`src/common/arc_prot_pkg.sv`:
```
// Constants and types shared by the arc trip/block and common-signal logic.
// How it works
// - Blocking input sampled at each program-cycle start.
// - Unblocked pick-up rise sets zone trip.
// - Blocked pick-up rise sets blocked, nothing more.
// - Blocking comes only from dedicated input.
// - Condition word: trip and blocked per zone.
// - Sensor status word with eighteen sensor flags.
// - Every flag change emits event; zone trip rises add records.
// - Per-event selection of ON, OFF or both.
// - Events carry time stamp of occurrence.
// - Arc event counter, software resettable.
// - Twelve newest records kept, oldest overwritten.
// - Record: time, event, currents, sensors, group.
// - Common outputs OR all protection starts, trips.
// - Extra assigned inputs ORed into common outputs.
// - Force Start/Trip only while forcing enabled; Normal forces nothing.
// - Common condition is exactly one of three.
// - Common-signal function: block masks only zone pick-ups in start.
// - Common start/trip rise and fall give events.
// - Common start and trip event counter, resettable.
// - Zone trips only if enabled with source.
package arc_prot_pkg;

	localparam int NZONE     = 4;
	localparam int NCH       = 4;
	localparam int NFLAG     = 26;
	localparam int SENSOR_W  = 18;
	localparam int TS_W      = 48;
	localparam int CUR_W     = 16;
	localparam int GRP_W     = 3;
	localparam int EVT_W     = 6;
	localparam int CNT_W     = 16;
	localparam int ADDR_W    = 8;
	localparam int REC_DEPTH = 12;
	localparam int REC_IDX_W = 4;

	// Register byte offsets.
	localparam logic [ADDR_W-1:0] REG_CTRL      = 8'h00;
	localparam logic [ADDR_W-1:0] REG_FORCE     = 8'h04;
	localparam logic [ADDR_W-1:0] REG_ZONE_CFG0 = 8'h08;
	localparam logic [ADDR_W-1:0] REG_ON_SEL    = 8'h18;
	localparam logic [ADDR_W-1:0] REG_OFF_SEL   = 8'h1c;
	localparam logic [ADDR_W-1:0] REG_GEN_SEL   = 8'h20;
	localparam logic [ADDR_W-1:0] REG_ARC_COND  = 8'h24;
	localparam logic [ADDR_W-1:0] REG_SENSOR    = 8'h28;
	localparam logic [ADDR_W-1:0] REG_GEN_COND  = 8'h2c;
	localparam logic [ADDR_W-1:0] REG_ARC_CNT   = 8'h30;
	localparam logic [ADDR_W-1:0] REG_GEN_CNT   = 8'h34;
	localparam logic [ADDR_W-1:0] REG_REC_SEL   = 8'h38;
	localparam logic [ADDR_W-1:0] REG_REC_CNT   = 8'h3c;
	localparam logic [ADDR_W-1:0] REG_REC_TLO   = 8'h40;
	localparam logic [ADDR_W-1:0] REG_REC_THI   = 8'h44;
	localparam logic [ADDR_W-1:0] REG_REC_EVT   = 8'h48;
	localparam logic [ADDR_W-1:0] REG_REC_IAB   = 8'h4c;
	localparam logic [ADDR_W-1:0] REG_REC_IC0   = 8'h50;
	localparam int                ZONE_STRIDE   = 4;

	// Control register bits, write one to clear a counter.
	localparam int CTL_ARC_CLR = 0;
	localparam int CTL_GEN_CLR = 1;

	// Zone configuration fields.
	localparam int ZC_EN    = 0;
	localparam int ZC_PH    = 1;
	localparam int ZC_RES   = 2;
	localparam int ZC_LIGHT = 3;
	localparam int ZC_PRESS = 7;
	localparam int ZC_DI    = 11;
	localparam int ZC_W     = 13;

	// Flag positions in the arc event vector.
	localparam int F_TRIP   = 0;
	localparam int F_BLK    = 4;
	localparam int F_SENSOR = 8;
	localparam int F_PHBLK  = 8;
	localparam int F_PHST   = 9;
	localparam int F_RESBLK = 10;
	localparam int F_RESST  = 11;
	localparam int F_LIGHT  = 12;
	localparam int F_PRESS  = 16;
	localparam int F_DI     = 20;
	localparam int F_SFLT   = 21;
	localparam int F_IOFLT  = 25;

	// Common event selection fields and record word fields.
	localparam int GS_ON    = 0;
	localparam int GS_OFF   = 2;
	localparam int RE_EVT   = 0;
	localparam int RE_SENS  = 8;
	localparam int RE_GRP   = 16;
	localparam int TLO_W    = 32;

	// Reset values.
	localparam logic [NFLAG-1:0] SEL_RST     = 26'h3ff_ffff;
	localparam logic [3:0]       GEN_SEL_RST = 4'hf;

	typedef enum logic [1:0] {
		DI_OFF      = 2'h0,
		DI_LIGHT_IN = 2'h1,
		DI_CURR_IN  = 2'h2
	} di_mode_t;

	typedef enum logic [1:0] {
		FORCE_NORMAL = 2'h0,
		FORCE_START  = 2'h1,
		FORCE_TRIP   = 2'h2
	} force_t;

	typedef enum logic [2:0] {
		COND_NORMAL = 3'h1,
		COND_START  = 3'h2,
		COND_TRIP   = 3'h4
	} gen_cond_t;

	typedef struct packed {
		logic [TS_W-1:0]  ts;
		logic [EVT_W-1:0] evt;
		logic [CUR_W-1:0] ia;
		logic [CUR_W-1:0] ib;
		logic [CUR_W-1:0] ic;
		logic [CUR_W-1:0] i0;
		logic [NCH-1:0]   sens;
		logic [GRP_W-1:0] grp;
	} rec_t;

endpackage

```
`src/verilog/arc_fault_log.sv`:
```
// Ring store of the most recent arc operation records.
module arc_fault_log
#(
	parameter int DEPTH = arc_prot_pkg::REC_DEPTH
)
(
	input  wire logic                                 i_ref_clk,
	input  wire logic                                 i_reset_n,
	input  wire logic                                 i_wr,
	input  wire arc_prot_pkg::rec_t                   i_rec,
	input  wire logic [arc_prot_pkg::REC_IDX_W-1:0]   i_sel,
	output arc_prot_pkg::rec_t                        o_rec,
	output logic      [arc_prot_pkg::REC_IDX_W-1:0]   o_count
);

	localparam int IW = arc_prot_pkg::REC_IDX_W;
	localparam logic [IW:0] DEPTH_W = (IW+1)'(DEPTH);

	typedef struct packed {
		arc_prot_pkg::rec_t [DEPTH-1:0] mem;
		logic [IW-1:0]                  wptr;
		logic [IW-1:0]                  count;
	} log_t;

	log_t st_ff;
	log_t nxt_st;
	logic [IW:0] idx;

	// A write lands on the oldest slot once the ring is full.
	always_comb
	begin
		nxt_st = st_ff;
		if (i_wr)
		begin
			nxt_st.mem[st_ff.wptr] = i_rec;
			if (st_ff.wptr == IW'(DEPTH - 1))
				nxt_st.wptr = '0;
			else
				nxt_st.wptr = st_ff.wptr + 1'b1;
			if (st_ff.count != IW'(DEPTH))
				nxt_st.count = st_ff.count + 1'b1;
		end
	end

	always_ff @(posedge i_ref_clk or negedge i_reset_n)
	begin
		if (!i_reset_n)
			st_ff <= '0;
		else
			st_ff <= nxt_st;
	end

	// Selector zero is the newest record; unused slots read as zero.
	always_comb
	begin
		idx = {1'b0, st_ff.wptr} + DEPTH_W - 1'b1 - {1'b0, i_sel};
		if (idx >= DEPTH_W)
			idx = idx - DEPTH_W;
		if (i_sel < st_ff.count)
			o_rec = st_ff.mem[idx[IW-1:0]];
		else
			o_rec = '0;
	end

	assign o_count = st_ff.count;

endmodule

```
`src/verilog/arc_trip_block.sv`:
```
// Arc trip/block decision, event logging and common start/trip signals.
//
// The placing of the registers and the AHB-Lite slave port are this design's own decisions.
module arc_trip_block
#(
	parameter int NPROT = 8
)
(
	input  wire logic                              i_ref_clk,
	input  wire logic                              i_reset_n,
	input  wire logic                              i_hsel,
	input  wire logic [31:0]                       i_haddr,
	input  wire logic [1:0]                        i_htrans,
	input  wire logic                              i_hwrite,
	input  wire logic [2:0]                        i_hsize,
	input  wire logic [31:0]                       i_hwdata,
	input  wire logic                              i_hready,
	output logic                                   o_hreadyout,
	output logic                                   o_hresp,
	output logic      [31:0]                       o_hrdata,
	input  wire logic                              i_cycle_start,
	input  wire logic                              i_block,
	input  wire logic                              i_ph_pickup,
	input  wire logic                              i_res_pickup,
	input  wire logic [arc_prot_pkg::NCH-1:0]      i_light,
	input  wire logic [arc_prot_pkg::NCH-1:0]      i_press,
	input  wire logic                              i_di,
	input  wire logic [arc_prot_pkg::NCH-1:0]      i_sensor_fault,
	input  wire logic                              i_io_fault,
	input  wire logic [NPROT-1:0]                  i_prot_start,
	input  wire logic [NPROT-1:0]                  i_prot_trip,
	input  wire logic                              i_common_start_in,
	input  wire logic                              i_common_trip_in,
	input  wire logic                              i_force_enable,
	input  wire logic [arc_prot_pkg::TS_W-1:0]     i_time_ms,
	input  wire logic [arc_prot_pkg::CUR_W-1:0]    i_cur_a,
	input  wire logic [arc_prot_pkg::CUR_W-1:0]    i_cur_b,
	input  wire logic [arc_prot_pkg::CUR_W-1:0]    i_cur_c,
	input  wire logic [arc_prot_pkg::CUR_W-1:0]    i_cur_res,
	input  wire logic [arc_prot_pkg::GRP_W-1:0]    i_setting_group,
	output logic      [arc_prot_pkg::NZONE-1:0]    o_zone_trip_flag,
	output logic      [arc_prot_pkg::NZONE-1:0]    o_zone_blocked_flag,
	output logic      [arc_prot_pkg::SENSOR_W-1:0] o_sensor_status,
	output logic                                   o_common_start,
	output logic                                   o_common_trip,
	output logic      [2:0]                        o_common_cond,
	output logic                                   o_evt_valid,
	output logic      [arc_prot_pkg::NFLAG-1:0]    o_arc_evt_on,
	output logic      [arc_prot_pkg::NFLAG-1:0]    o_arc_evt_off,
	output logic      [1:0]                        o_gen_evt_on,
	output logic      [1:0]                        o_gen_evt_off,
	output logic      [arc_prot_pkg::TS_W-1:0]     o_evt_time
);

	localparam int NZ = arc_prot_pkg::NZONE;
	localparam int NC = arc_prot_pkg::NCH;
	localparam int NF = arc_prot_pkg::NFLAG;
	localparam int AW = arc_prot_pkg::ADDR_W;
	localparam int CW = arc_prot_pkg::CNT_W;
	localparam int ZW = arc_prot_pkg::ZC_W;
	localparam int IW = arc_prot_pkg::REC_IDX_W;

	typedef struct packed {
		logic                               rd_wait;
		logic                               wr_pend;
		logic [AW-1:0]                      addr;
		logic [31:0]                        rdata;
		logic [1:0]                         force_sel;
		logic [NZ-1:0][ZW-1:0]              zcfg;
		logic [NF-1:0]                      on_sel;
		logic [NF-1:0]                      off_sel;
		logic [3:0]                         gen_sel;
		logic [IW-1:0]                      rec_sel;
		logic                               eval;
		logic                               blk;
		logic                               ph;
		logic                               res;
		logic [NC-1:0]                      light;
		logic [NC-1:0]                      press;
		logic                               di;
		logic [NC-1:0]                      sflt;
		logic                               iof;
		logic                               any_st;
		logic                               any_tr;
		logic                               force_en;
		logic [arc_prot_pkg::TS_W-1:0]      ts;
		logic [arc_prot_pkg::CUR_W-1:0]     ia;
		logic [arc_prot_pkg::CUR_W-1:0]     ib;
		logic [arc_prot_pkg::CUR_W-1:0]     ic;
		logic [arc_prot_pkg::CUR_W-1:0]     i0;
		logic [arc_prot_pkg::GRP_W-1:0]     grp;
		logic [NZ-1:0]                      pick;
		logic [NF-1:0]                      flags;
		logic                               gstart;
		logic                               gtrip;
		logic [2:0]                         cond;
		logic [CW-1:0]                      arc_cnt;
		logic [CW-1:0]                      gen_cnt;
		logic                               evt_valid;
		logic [NF-1:0]                      evt_on;
		logic [NF-1:0]                      evt_off;
		logic [1:0]                         gevt_on;
		logic [1:0]                         gevt_off;
		logic [arc_prot_pkg::TS_W-1:0]      evt_ts;
	} st_t;

	st_t                 st_ff;
	st_t                 nxt_st;
	logic                rec_wr;
	arc_prot_pkg::rec_t  rec_in;
	arc_prot_pkg::rec_t  rec_rd;
	logic [IW-1:0]       rec_count;

	// Clear first, then add, so an event in the clear cycle still counts.
	function automatic logic [CW-1:0] cnt_next(input logic [CW-1:0] c,
		input logic clr, input logic [1:0] inc);
		logic [CW-1:0] base;
		base = clr ? '0 : c;
		return base + CW'(inc);
	endfunction

	// Register read decode; unmapped offsets read as zero.
	function automatic logic [31:0] rd_word(input st_t s,
		input arc_prot_pkg::rec_t r, input logic [IW-1:0] cnt);
		logic [31:0] w;
		w = '0;
		case (s.addr)
			arc_prot_pkg::REG_FORCE:    w[1:0] = s.force_sel;
			arc_prot_pkg::REG_ON_SEL:   w[NF-1:0] = s.on_sel;
			arc_prot_pkg::REG_OFF_SEL:  w[NF-1:0] = s.off_sel;
			arc_prot_pkg::REG_GEN_SEL:  w[3:0] = s.gen_sel;
			arc_prot_pkg::REG_ARC_COND: w[2*NZ-1:0] = s.flags[2*NZ-1:0];
			arc_prot_pkg::REG_SENSOR:
				w[arc_prot_pkg::SENSOR_W-1:0] =
					s.flags[NF-1:arc_prot_pkg::F_SENSOR];
			arc_prot_pkg::REG_GEN_COND: w[2:0] = s.cond;
			arc_prot_pkg::REG_ARC_CNT:  w[CW-1:0] = s.arc_cnt;
			arc_prot_pkg::REG_GEN_CNT:  w[CW-1:0] = s.gen_cnt;
			arc_prot_pkg::REG_REC_SEL:  w[IW-1:0] = s.rec_sel;
			arc_prot_pkg::REG_REC_CNT:  w[IW-1:0] = cnt;
			arc_prot_pkg::REG_REC_TLO:  w = r.ts[arc_prot_pkg::TLO_W-1:0];
			arc_prot_pkg::REG_REC_THI:
				w[arc_prot_pkg::TS_W-arc_prot_pkg::TLO_W-1:0] =
					r.ts[arc_prot_pkg::TS_W-1:arc_prot_pkg::TLO_W];
			arc_prot_pkg::REG_REC_EVT:
			begin
				w[arc_prot_pkg::RE_EVT +: arc_prot_pkg::EVT_W] = r.evt;
				w[arc_prot_pkg::RE_SENS +: NC] = r.sens;
				w[arc_prot_pkg::RE_GRP +: arc_prot_pkg::GRP_W] = r.grp;
			end
			arc_prot_pkg::REG_REC_IAB:  w = {r.ib, r.ia};
			arc_prot_pkg::REG_REC_IC0:  w = {r.i0, r.ic};
			default:
			begin
				for (int z = 0; z < NZ; z++)
					if (s.addr == arc_prot_pkg::REG_ZONE_CFG0
						+ AW'(z * arc_prot_pkg::ZONE_STRIDE))
						w[ZW-1:0] = s.zcfg[z];
			end
		endcase
		return w;
	endfunction

	// Whole next state: bus slave, input sampling, decisions and events.
	always_comb
	begin
		logic          arc_clr;
		logic          gen_clr;
		logic [NZ-1:0] pk;
		logic [NF-1:0] nf;
		logic [NF-1:0] chg;
		logic [NZ-1:0] trip_rise;
		logic [ZW-1:0] cfg;
		logic          dterm;
		logic          anych;
		logic          gs;
		logic          gt;
		arc_clr = 1'b0;
		gen_clr = 1'b0;
		pk = '0;
		nf = st_ff.flags;
		chg = '0;
		trip_rise = '0;
		cfg = '0;
		dterm = 1'b0;
		anych = 1'b0;
		gs = 1'b0;
		gt = 1'b0;
		nxt_st = st_ff;
		rec_wr = 1'b0;
		rec_in = '0;
		nxt_st.eval = i_cycle_start;
		nxt_st.evt_valid = 1'b0;

		// Bus: reads take one wait state, writes land in the data phase.
		nxt_st.rd_wait = 1'b0;
		nxt_st.wr_pend = 1'b0;
		if (st_ff.rd_wait)
			nxt_st.rdata = rd_word(st_ff, rec_rd, rec_count);
		if (st_ff.wr_pend)
		begin
			case (st_ff.addr)
				arc_prot_pkg::REG_CTRL:
				begin
					arc_clr = i_hwdata[arc_prot_pkg::CTL_ARC_CLR];
					gen_clr = i_hwdata[arc_prot_pkg::CTL_GEN_CLR];
				end
				arc_prot_pkg::REG_FORCE:   nxt_st.force_sel = i_hwdata[1:0];
				arc_prot_pkg::REG_ON_SEL:  nxt_st.on_sel = i_hwdata[NF-1:0];
				arc_prot_pkg::REG_OFF_SEL: nxt_st.off_sel = i_hwdata[NF-1:0];
				arc_prot_pkg::REG_GEN_SEL: nxt_st.gen_sel = i_hwdata[3:0];
				arc_prot_pkg::REG_REC_SEL: nxt_st.rec_sel = i_hwdata[IW-1:0];
				default:
				begin
					for (int z = 0; z < NZ; z++)
						if (st_ff.addr == arc_prot_pkg::REG_ZONE_CFG0
							+ AW'(z * arc_prot_pkg::ZONE_STRIDE))
							nxt_st.zcfg[z] = i_hwdata[ZW-1:0];
				end
			endcase
		end
		if (i_hsel && i_htrans[1] && i_hready)
		begin
			nxt_st.addr = i_haddr[AW-1:0];
			nxt_st.rd_wait = !i_hwrite;
			nxt_st.wr_pend = i_hwrite;
		end

		if (i_cycle_start)
		begin
			nxt_st.blk = i_block;
			nxt_st.ph = i_ph_pickup;
			nxt_st.res = i_res_pickup;
			nxt_st.light = i_light;
			nxt_st.press = i_press;
			nxt_st.di = i_di;
			nxt_st.sflt = i_sensor_fault;
			nxt_st.iof = i_io_fault;
			nxt_st.any_st = (|i_prot_start) | i_common_start_in;
			nxt_st.any_tr = (|i_prot_trip) | i_common_trip_in;
			nxt_st.force_en = i_force_enable;
			nxt_st.ts = i_time_ms;
			nxt_st.ia = i_cur_a;
			nxt_st.ib = i_cur_b;
			nxt_st.ic = i_cur_c;
			nxt_st.i0 = i_cur_res;
			nxt_st.grp = i_setting_group;
		end

		// decisions only on the evaluation cycle
		if (st_ff.eval)
		begin
			for (int z = 0; z < NZ; z++)
			begin
				cfg = st_ff.zcfg[z];
				case (cfg[arc_prot_pkg::ZC_DI +: 2])
					arc_prot_pkg::DI_LIGHT_IN: dterm = st_ff.di;
					arc_prot_pkg::DI_CURR_IN:
						dterm = st_ff.di & (|st_ff.light | |st_ff.press);
					default: dterm = 1'b0;
				endcase
				pk[z] = cfg[arc_prot_pkg::ZC_EN] & (
					(st_ff.ph & cfg[arc_prot_pkg::ZC_PH]) |
					(st_ff.res & cfg[arc_prot_pkg::ZC_RES]) |
					|(st_ff.light & cfg[arc_prot_pkg::ZC_LIGHT +: NC]) |
					|(st_ff.press & cfg[arc_prot_pkg::ZC_PRESS +: NC]) |
					dterm);
				if (pk[z] && !st_ff.pick[z])
				begin
					if (st_ff.blk)
						nf[arc_prot_pkg::F_BLK + z] = 1'b1;
					else
						nf[arc_prot_pkg::F_TRIP + z] = 1'b1;
				end
				else if (!pk[z])
				begin
					nf[arc_prot_pkg::F_BLK + z] = 1'b0;
					nf[arc_prot_pkg::F_TRIP + z] = 1'b0;
				end
			end
			nf[arc_prot_pkg::F_PHBLK] = st_ff.ph & st_ff.blk;
			nf[arc_prot_pkg::F_PHST] = st_ff.ph & !st_ff.blk;
			nf[arc_prot_pkg::F_RESBLK] = st_ff.res & st_ff.blk;
			nf[arc_prot_pkg::F_RESST] = st_ff.res & !st_ff.blk;
			nf[arc_prot_pkg::F_LIGHT +: NC] = st_ff.light;
			nf[arc_prot_pkg::F_PRESS +: NC] = st_ff.press;
			nf[arc_prot_pkg::F_DI] = st_ff.di;
			nf[arc_prot_pkg::F_SFLT +: NC] = st_ff.sflt;
			nf[arc_prot_pkg::F_IOFLT] = st_ff.iof;
			nxt_st.pick = pk;
			nxt_st.flags = nf;

			// blocking masks only the zone pick-ups feeding common start
			gs = st_ff.any_st | |(pk & ~{NZ{st_ff.blk}});
			gt = st_ff.any_tr | |nf[arc_prot_pkg::F_TRIP +: NZ];
			if (st_ff.force_en)
			begin
				if (st_ff.force_sel == arc_prot_pkg::FORCE_START)
				begin
					gs = 1'b1;
					gt = 1'b0;
				end
				else if (st_ff.force_sel == arc_prot_pkg::FORCE_TRIP)
				begin
					gs = 1'b1;
					gt = 1'b1;
				end
			end
			nxt_st.gstart = gs;
			nxt_st.gtrip = gt;
			if (gt)
				nxt_st.cond = arc_prot_pkg::COND_TRIP;
			else if (gs)
				nxt_st.cond = arc_prot_pkg::COND_START;
			else
				nxt_st.cond = arc_prot_pkg::COND_NORMAL;

			chg = nf ^ st_ff.flags;
			anych = |chg;
			nxt_st.evt_on = chg & nf & st_ff.on_sel;
			nxt_st.evt_off = chg & st_ff.flags & st_ff.off_sel;
			nxt_st.gevt_on = {gt & !st_ff.gtrip, gs & !st_ff.gstart}
				& st_ff.gen_sel[arc_prot_pkg::GS_ON +: 2];
			nxt_st.gevt_off = {!gt & st_ff.gtrip, !gs & st_ff.gstart}
				& st_ff.gen_sel[arc_prot_pkg::GS_OFF +: 2];
			nxt_st.evt_valid = |{nxt_st.evt_on, nxt_st.evt_off,
				nxt_st.gevt_on, nxt_st.gevt_off};
			nxt_st.evt_ts = st_ff.ts;

			// one record per cycle with a new zone trip, lowest such zone as event
			trip_rise = nf[arc_prot_pkg::F_TRIP +: NZ]
				& ~st_ff.flags[arc_prot_pkg::F_TRIP +: NZ];
			rec_wr = |trip_rise;
			for (int z = NZ - 1; z >= 0; z--)
				if (trip_rise[z])
					rec_in.evt = arc_prot_pkg::EVT_W'(arc_prot_pkg::F_TRIP + z);
			rec_in.ts = st_ff.ts;
			rec_in.ia = st_ff.ia;
			rec_in.ib = st_ff.ib;
			rec_in.ic = st_ff.ic;
			rec_in.i0 = st_ff.i0;
			rec_in.sens = st_ff.light | st_ff.press;
			rec_in.grp = st_ff.grp;
			nxt_st.gen_cnt = cnt_next(st_ff.gen_cnt, gen_clr,
				2'(nxt_st.gstart & !st_ff.gstart) +
				2'(nxt_st.gtrip & !st_ff.gtrip));
		end
		else
			nxt_st.gen_cnt = cnt_next(st_ff.gen_cnt, gen_clr, 2'b00);
		nxt_st.arc_cnt = cnt_next(st_ff.arc_cnt, arc_clr, {1'b0, anych});
	end

	// State register with documented reset values.
	always_ff @(posedge i_ref_clk or negedge i_reset_n)
	begin
		if (!i_reset_n)
		begin
			st_ff <= '0;
			st_ff.on_sel <= arc_prot_pkg::SEL_RST;
			st_ff.off_sel <= arc_prot_pkg::SEL_RST;
			st_ff.gen_sel <= arc_prot_pkg::GEN_SEL_RST;
			st_ff.cond <= arc_prot_pkg::COND_NORMAL;
			st_ff.force_sel <= arc_prot_pkg::FORCE_NORMAL;
		end
		else
			st_ff <= nxt_st;
	end

	arc_fault_log u_log
	(
		.i_ref_clk (i_ref_clk),
		.i_reset_n (i_reset_n),
		.i_wr      (rec_wr),
		.i_rec     (rec_in),
		.i_sel     (st_ff.rec_sel),
		.o_rec     (rec_rd),
		.o_count   (rec_count)
	);

	// Outputs straight from the state register, except hresp tied to zero.
	assign o_hreadyout = !st_ff.rd_wait;
	assign o_hresp = 1'b0;
	assign o_hrdata = st_ff.rdata;
	assign o_zone_trip_flag = st_ff.flags[arc_prot_pkg::F_TRIP +: NZ];
	assign o_zone_blocked_flag = st_ff.flags[arc_prot_pkg::F_BLK +: NZ];
	assign o_sensor_status = st_ff.flags[NF-1:arc_prot_pkg::F_SENSOR];
	assign o_common_start = st_ff.gstart;
	assign o_common_trip = st_ff.gtrip;
	assign o_common_cond = st_ff.cond;
	assign o_evt_valid = st_ff.evt_valid;
	assign o_arc_evt_on = st_ff.evt_on;
	assign o_arc_evt_off = st_ff.evt_off;
	assign o_gen_evt_on = st_ff.gevt_on;
	assign o_gen_evt_off = st_ff.gevt_off;
	assign o_evt_time = st_ff.evt_ts;

endmodule
```
`config.mk`:
```
export PLATFORM = sky130hd
export DESIGN_NAME = arc_trip_block
export DESIGN_NICKNAME = d
export VERILOG_FILES = /design/src/common/arc_prot_pkg.sv /design/src/verilog/arc_fault_log.sv /design/src/verilog/arc_trip_block.sv
export SDC_FILE = /design/constraint.sdc
export NUM_CORES = 2
export LEC_CHECK = 0
export ABC_AREA = 1
export BUFFER_PORTS_ARGS = -buffer_cell sky130_fd_sc_hd__buf_2
export CORE_MARGIN = 1
export CORE_UTILIZATION = 60
export CTS_CLUSTER_DIAMETER = 150
export DETAILED_ROUTE_END_ITERATION = 7
export HOLD_SLACK_MARGIN = 0.02
export PLACE_DENSITY = 0.78
export SYNTH_ARGS = -nofsm -noshare
export SYNTH_HDL_FRONTEND = slang
export SYNTH_HIERARCHICAL = 1
export SYNTH_SLANG_ARGS = --single-unit
```
`constraint.sdc`:
```
create_clock -name i_ref_clk -period 4.8 [get_ports i_ref_clk]
set_input_delay 0 -clock i_ref_clk [delete_from_list [all_inputs] [get_ports i_ref_clk]]
set_output_delay 0 -clock i_ref_clk [all_outputs]
set_load 0.1 [all_outputs]
```
* Yosys cells after proc, flatten, opt, wreduce, memory -nomap -nowiden
Index checks and enable logic that the tools add are counted.
Storage, ports and cells: output and inout bits 170, input port bits 226, bits in registers 1972, word-level logic and storage cells 395
Operators by class: mux-type cells 90, reductions and logical operators 52, $add $sub $neg 9, equality and inequality tests 32, bitwise operators 65, magnitude comparators 5
Operators by type and width (count):
- 1500-bit bitwise mux | 1
- 125-bit binary-select mux with 4-bit select | 1
- 125-bit demux with 4-bit select | 1
- 125-bit two-way mux | 4
- 105-bit two-way mux | 1
- 26-bit AND | 4
- 8-bit by 6-bit equality test with 1-bit output, second input constant | 8
- 56-bit OR reduction | 1
- 13-bit two-way mux | 4
- 4-bit OR reduction | 13
- 1-bit two-way mux | 50
- 16-bit two-way mux | 3
- 4-bit case mux with 11 select lines | 1
- 4-bit AND | 10
- 8-bit by 7-bit equality test with 1-bit output, second input constant | 5
- 7-bit case mux with 5 select lines | 1
- 8-bit by 5-bit equality test with 1-bit output, second input constant | 4
- 2-bit case mux with 16 select lines | 1
- 3-bit case mux with 9 select lines | 1
- 26-bit OR reduction | 1
- 26-bit bitwise XOR | 1
- 2-bit case mux with 12 select lines | 1
- 1-bit AND | 23
- 2-bit case mux with 11 select lines | 1
- other kinds (45) | 112

* Depth between registers and ports, before layout
depth in word-level cells 21, depth in mapped cells 27

* Hierarchy
The synthesis kept the hierarchy.
By module, submodules not included:
- arc_fault_log | area each 68358.1 um2, sequential area each 37736.2 um2, cells each 8406, times used 1
- arc_trip_block | area each 23520.1 um2, sequential area each 11657.4 um2, cells each 2925, times used 1

* Worst setup path before layout
OpenSTA, ideal clock, no wires.
path type reg-to-reg, from register u_log/st_ff[5] (netlist bit), to register st_ff (netlist bit o_hrdata[15]), arrival time 3296 ps, path buffers 2, cell stages (with the launch flop) 24, clock period less this slack 3417 ps, setup slack 1383 ps, cells stage by stage dfrtp_1 > ha_1 > ha_1 > fa_1 > inv_1 > nand2_1 > nand2_1 > inv_1 > ha_1 > nand3_1 > nand2_1 > inv_2 > nand3_1 > nand2_4 > buf_4 > buf_2 > nand2_1 > nor2_1 > nor2_1 > a22o_1 > a221oi_1 > nand3_1 > nand2_1 > nand2_1
RTL lines:
- from (decl) | line arc_fault_log.sv:25 | log_t st_ff;
- from (signal assigned) | line arc_fault_log.sv:50 | st_ff <= nxt_st;
- to (signal assigned) | line arc_trip_block.sv:366 | st_ff <= nxt_st;
- to (decl) | line arc_trip_block.sv:107 | st_t st_ff;

==> summary.md <==
| Metric | Value |
|---|---|
| Status | finished clean |
| Worst Max-Slew Pin Slew | 1.43 ns |
| Number of flops mapped to enable cells by yosys | 0 |
| Worst Setup SP | u_log/st_ff[5] |
| Root Buffer | clkbuf_16 |
| ANT nets after route | 0 |
| Crit path launch type | flop |
| Layout cell share with drive strength beyond 1 | 0.0832 |
| Total Wirelength | 300000 um |
| Clock share of power | 0.251 |
| Fin nets | 11800 |
| Fmax achieved | 0.222 GHz |
| Asr flop ratio synth | 1.00 |
| Min-Delay Path Class | input pin to flop |
| Reg2reg end | o_hrdata[12] |
| Sequential fraction of the synthesis area | 0.538 |
| Initial Util | 0.605 |
| Final Cycle Share | 0.939 |
| DP Area | 0.0933 mm2 |
| Yosys top cell by area | dfrtp_1 |
| Fin. Hold Viols | 0 |
| RSZ-0062 raised after global routing | no |
| Final Cell Area | 0.105 mm2 |
| # Max-Cap Violations | 0 |
| Final Skew | 0.0431 ns |
| Clk_lat worst skew | 0.84 ns |
| Cell total after placement | 12800 |
| IO Count | 396 |
| Num Clock Sinks | 1971 |
| Power density over cell area | 612 mW/mm2 |
| Top-count cell post-synth | nand2_1 |
| Reg power frac | 0.359 |
| Hold path endpoint | st_ff[408] |
| Post-CTS sizing | 0 |
| CP Cell Sequence | ha_1, ha_4, fa_1, inv_1, nand2_1, nand2_1, inv_1, ha_1, nand3_1, nand2_1, inv_2, nand2_2, nand2_1, nand2_8, buf_12, nand2_1, nand2_1, nor2_1, nor2_1, a22o_1, a21oi_1, nand4_1, o21ai_0, nand2_1 |
| Area of the multi-input gates | 0.0358 mm2 |
| CTS tree | done |
| Clk buf depth | 3 |
| Sequential cell area | 0.0494 mm2 |
| Htree depth | 4 |
| Slew HR | 0.0415 |
| Synthesis warning total | 6 |
| Die height | 393 um |
| Worst EP arrival | 5.22 ns |
| Final non-filler cell total | 13600 |
| Switching pwr | 26.2 mW |
| Final HPWL DP | 177000 um |
| Port buffer count | 360 |
| Delay-heaviest family, CP | simple AND/OR/NAND/NOR gates |
| Mean Syn Cell Area | 8.11 um2 |
| Pleak | 49.6 nW |
| R2R depth | 24 |
| GP Congestion | 1.02 |
| Number of core rows | 143 |
| Pre-antenna DRT Iters | 7 |
| Die area | 0.155 mm2 |
| Clk slew on worst S/H paths | 0.06 ns |
| Fillers | 11700 |
| Number of hold buffers added after CTS | 450 |
| Final worst setup slack | 0.292 ns |
| Antenna violations before repair | 12 |
| Clock period minus worst slack | 4.51 ns |
| Crit. End Element | flop |
| WL per Instance | 22.0 um |
| DR DRC count | 0 |
| Hold Path Depth | 4 |
| Vias in the first global route | 79400 |
| GRT Max-Usage Layer | met2 |
| Die X | 393 um |
| Synth top area cells | dfrtp_1 (52%), nand2_1 (15%), o21ai_0 (12%) |
| Core Area | 0.152 mm2 |
| #FFs+latches synth | 1971 |
| Initial detailed-routing violation count | 10900 |
| Net Sw Frac | 0.409 |
| Met3 GRT Util | 0.0923 |
| CP max stage cell | dfrtp_1 |
| CTS buffer count | 201 |
| Combinational Power Share | 0.390 |
| Largest net degree at the start of global routing | 180 |
| Most frequent cells after synthesis | nand2_1 (3634), o21ai_0 (2243), dfrtp_1 (1914) |
| CP bufs+invs | 4 |
| Synth cell types | 51 |
| Detailed-route via count | 82900 |
| First-pass GRT wire length | 464000 um |
| Hold_sp | i_hwdata[1] |
| Int Power | 37.9 mW |
| CP most frequent cell | nand2_1 |
| GRT Util Overall | 0.384 |
| Count of final max-slew check failures | 0 |
| Setup Buffers After CTS | 0 |
| Critical Path RT | 5.52 ns |
| Post-synthesis cell area | 0.0919 mm2 |
| Final setup vio count | 0 |
| R2r startpoint | u_log/st_ff[5] |
| Yosys top cell area share | 0.521 |
| Synth-to-layout area growth | 13.9% |
| Main synth FF type | dfrtp_1 |
| Worst Path Max Fanout | 43 |
| Cell count after synthesis | 11300 |
| Total grt overflow | 0 |
| Reg2Reg Setup Slack | 0.29 ns |
| Drt via density | 6.08 |
| Met2 Use GR | 0.578 |
| Met1 global-route usage | 0.518 |
| Peak supply drop | 0.000629 V |
| Pre-CTS setup slack | 0.491 ns |
| CP Class | flop to flop |
| Final setup TNS | 0 ns |
| Slowest stage delay, CP | 0.45 ns |
## worst reg2reg max path, cell delays in order (launching register included)
cell	delay, ns
dfrtp_1	0.45
ha_1	0.36
ha_4	0.18
fa_1	0.44
inv_1	0.07
nand2_1	0.07
nand2_1	0.09
inv_1	0.05
ha_1	0.19
nand3_1	0.09
nand2_1	0.09
inv_2	0.10
nand2_2	0.08
nand2_1	0.16
nand2_8	0.25
buf_12	0.29
nand2_1	0.10
nand2_1	0.05
nor2_1	0.12
nor2_1	0.07
a22o_1	0.32
a21oi_1	0.43
nand4_1	0.14
o21ai_0	0.17
nand2_1	0.06
## power by group through the flow
| stage | Combinational [mW] | Clock (mW) | Sequential, mW |
|---|---|---|---|
| finish | 25.0 | 16.0 | 23.0 |
| global route | 27.2 | 16.9 | 23.4 |
| CTS | 24.3 | 16.2 | 22.9 |
| detailed placement | 23.8 | 0 | 23.1 |
| global placement | 23.3 | 0 | 22.9 |
| floorplan | 17.1 | 0 | 22.5 |
## cells by family (layout without fill, tap and decap cells)
logic type                 after synthesis  in the layout  share of synthesized area
DFF                                   1971           1971                      0.538
other                                    1              7                  0.0000408
and+or+nand+nor                       4787           4787                      0.200
adders and majority gates               85             85                     0.0117
buffers and inverters                 1549           1822                     0.0752
xor gates and xnor gates                25             25                    0.00238
AOI/OAI and AO/OA                     2913           2913                      0.173
## how the worst max path moves through the flow
stage / endpoint / slack (ns) / cells past startpoint
after global routing: o_hrdata[12] / 0.21 / 24
after floorplan: o_hrdata[15] / 1.38 / 23
final: o_hrdata[12] / 0.29 / 24
after global placement: o_hrdata[12] / 0.55 / 24
after CTS: o_hrdata[12] / 0.44 / 24
after detailed placement: o_hrdata[12] / 0.49 / 22
## area by class of cell
type / count / area share
well taps: 2030 / 0.0243
repair buffers: 969 / 0.0792
inverters: 484 / 0.0176
clock buffers: 313 / 0.0576
clock inverters: 56 / 0.00734
multi-input cells: 7815 / 0.342
diodes: 2 / 0.0000478
flip-flops and latches: 1971 / 0.472
## flip-flops by register name, summed over array words and instances, names as in the netlist
signal / cells
u_log/st_ff: 1504
o_common_trip: 1
o_arc_evt_on: 26
o_common_cond: 2
o_gen_evt_off: 2
o_gen_evt_on: 2
u_log/o_count: 4
o_arc_evt_off: 26
o_common_start: 1
o_hrdata: 32
o_sensor_status: 18
o_evt_time: 48
o_zone_trip_flag: 4
st_ff: 296
o_evt_valid: 1
o_zone_blocked_flag: 4
## cell usage in the layout (no fill, tap or decap), types with 7 or more instances in the layout
| master | synthesis | final |
|---|---|---|
| nand2_1 | 3634 | 3622 |
| o21ai_0 | 2243 | 2243 |
| dfrtp_1 | 1914 | 1913 |
| nor2_1 | 993 | 991 |
| inv_1 | 471 | 468 |
| dlygate4sd3_1 | 0 | 449 |
| buf_2 | 187 | 358 |
| o22ai_1 | 271 | 271 |
| clkbuf_16 | 0 | 204 |
| a21oi_1 | 166 | 166 |
| a32o_1 | 124 | 124 |
| buf_4 | 186 | 99 |
| ha_1 | 83 | 81 |
| buf_12 | 0 | 61 |
| clkbuf_1 | 646 | 58 |
| nand3_1 | 57 | 57 |
| dfstp_2 | 57 | 57 |
| clkbuf_8 | 0 | 51 |
| nand4_1 | 39 | 39 |
| a221oi_1 | 36 | 36 |
| clkinv_2 | 0 | 27 |
| a22o_1 | 23 | 23 |
| xor2_1 | 19 | 19 |
| bufinv_16 | 0 | 13 |
| nand2_4 | 1 | 12 |
| nor3_1 | 11 | 11 |
| nand2_2 | 13 | 11 |
| a31oi_1 | 11 | 11 |
| o21a_1 | 10 | 10 |
| inv_2 | 12 | 9 |
| nor2_4 | 6 | 9 |
| nor2_2 | 10 | 9 |
| nor4_1 | 8 | 8 |
| o21ai_1 | 7 | 7 |
## layer usage
layer / part of all wire / vias to the layer above / wire [um]
met5: 0.00042 / - / 126
met4: 0.057 / 20 / 17100
met3: 0.11 / 945 / 34400
met2: 0.44 / 5041 / 133000
met1: 0.39 / 40100 / 115000
li1: - / 36900 / -
## through the flow
stage	hold slack [ns]	util	total power, mW
final	0.0794	0.689	64.0
after global routing	0.0731	0.689	67.5
after CTS	0.0277	0.689	63.4
after detailed placement	0.117	0.614	46.9
after global placement	0.117	0.614	46.2
after floorplan	-0.296	-	39.7
(Power assumes the default switching activity.)
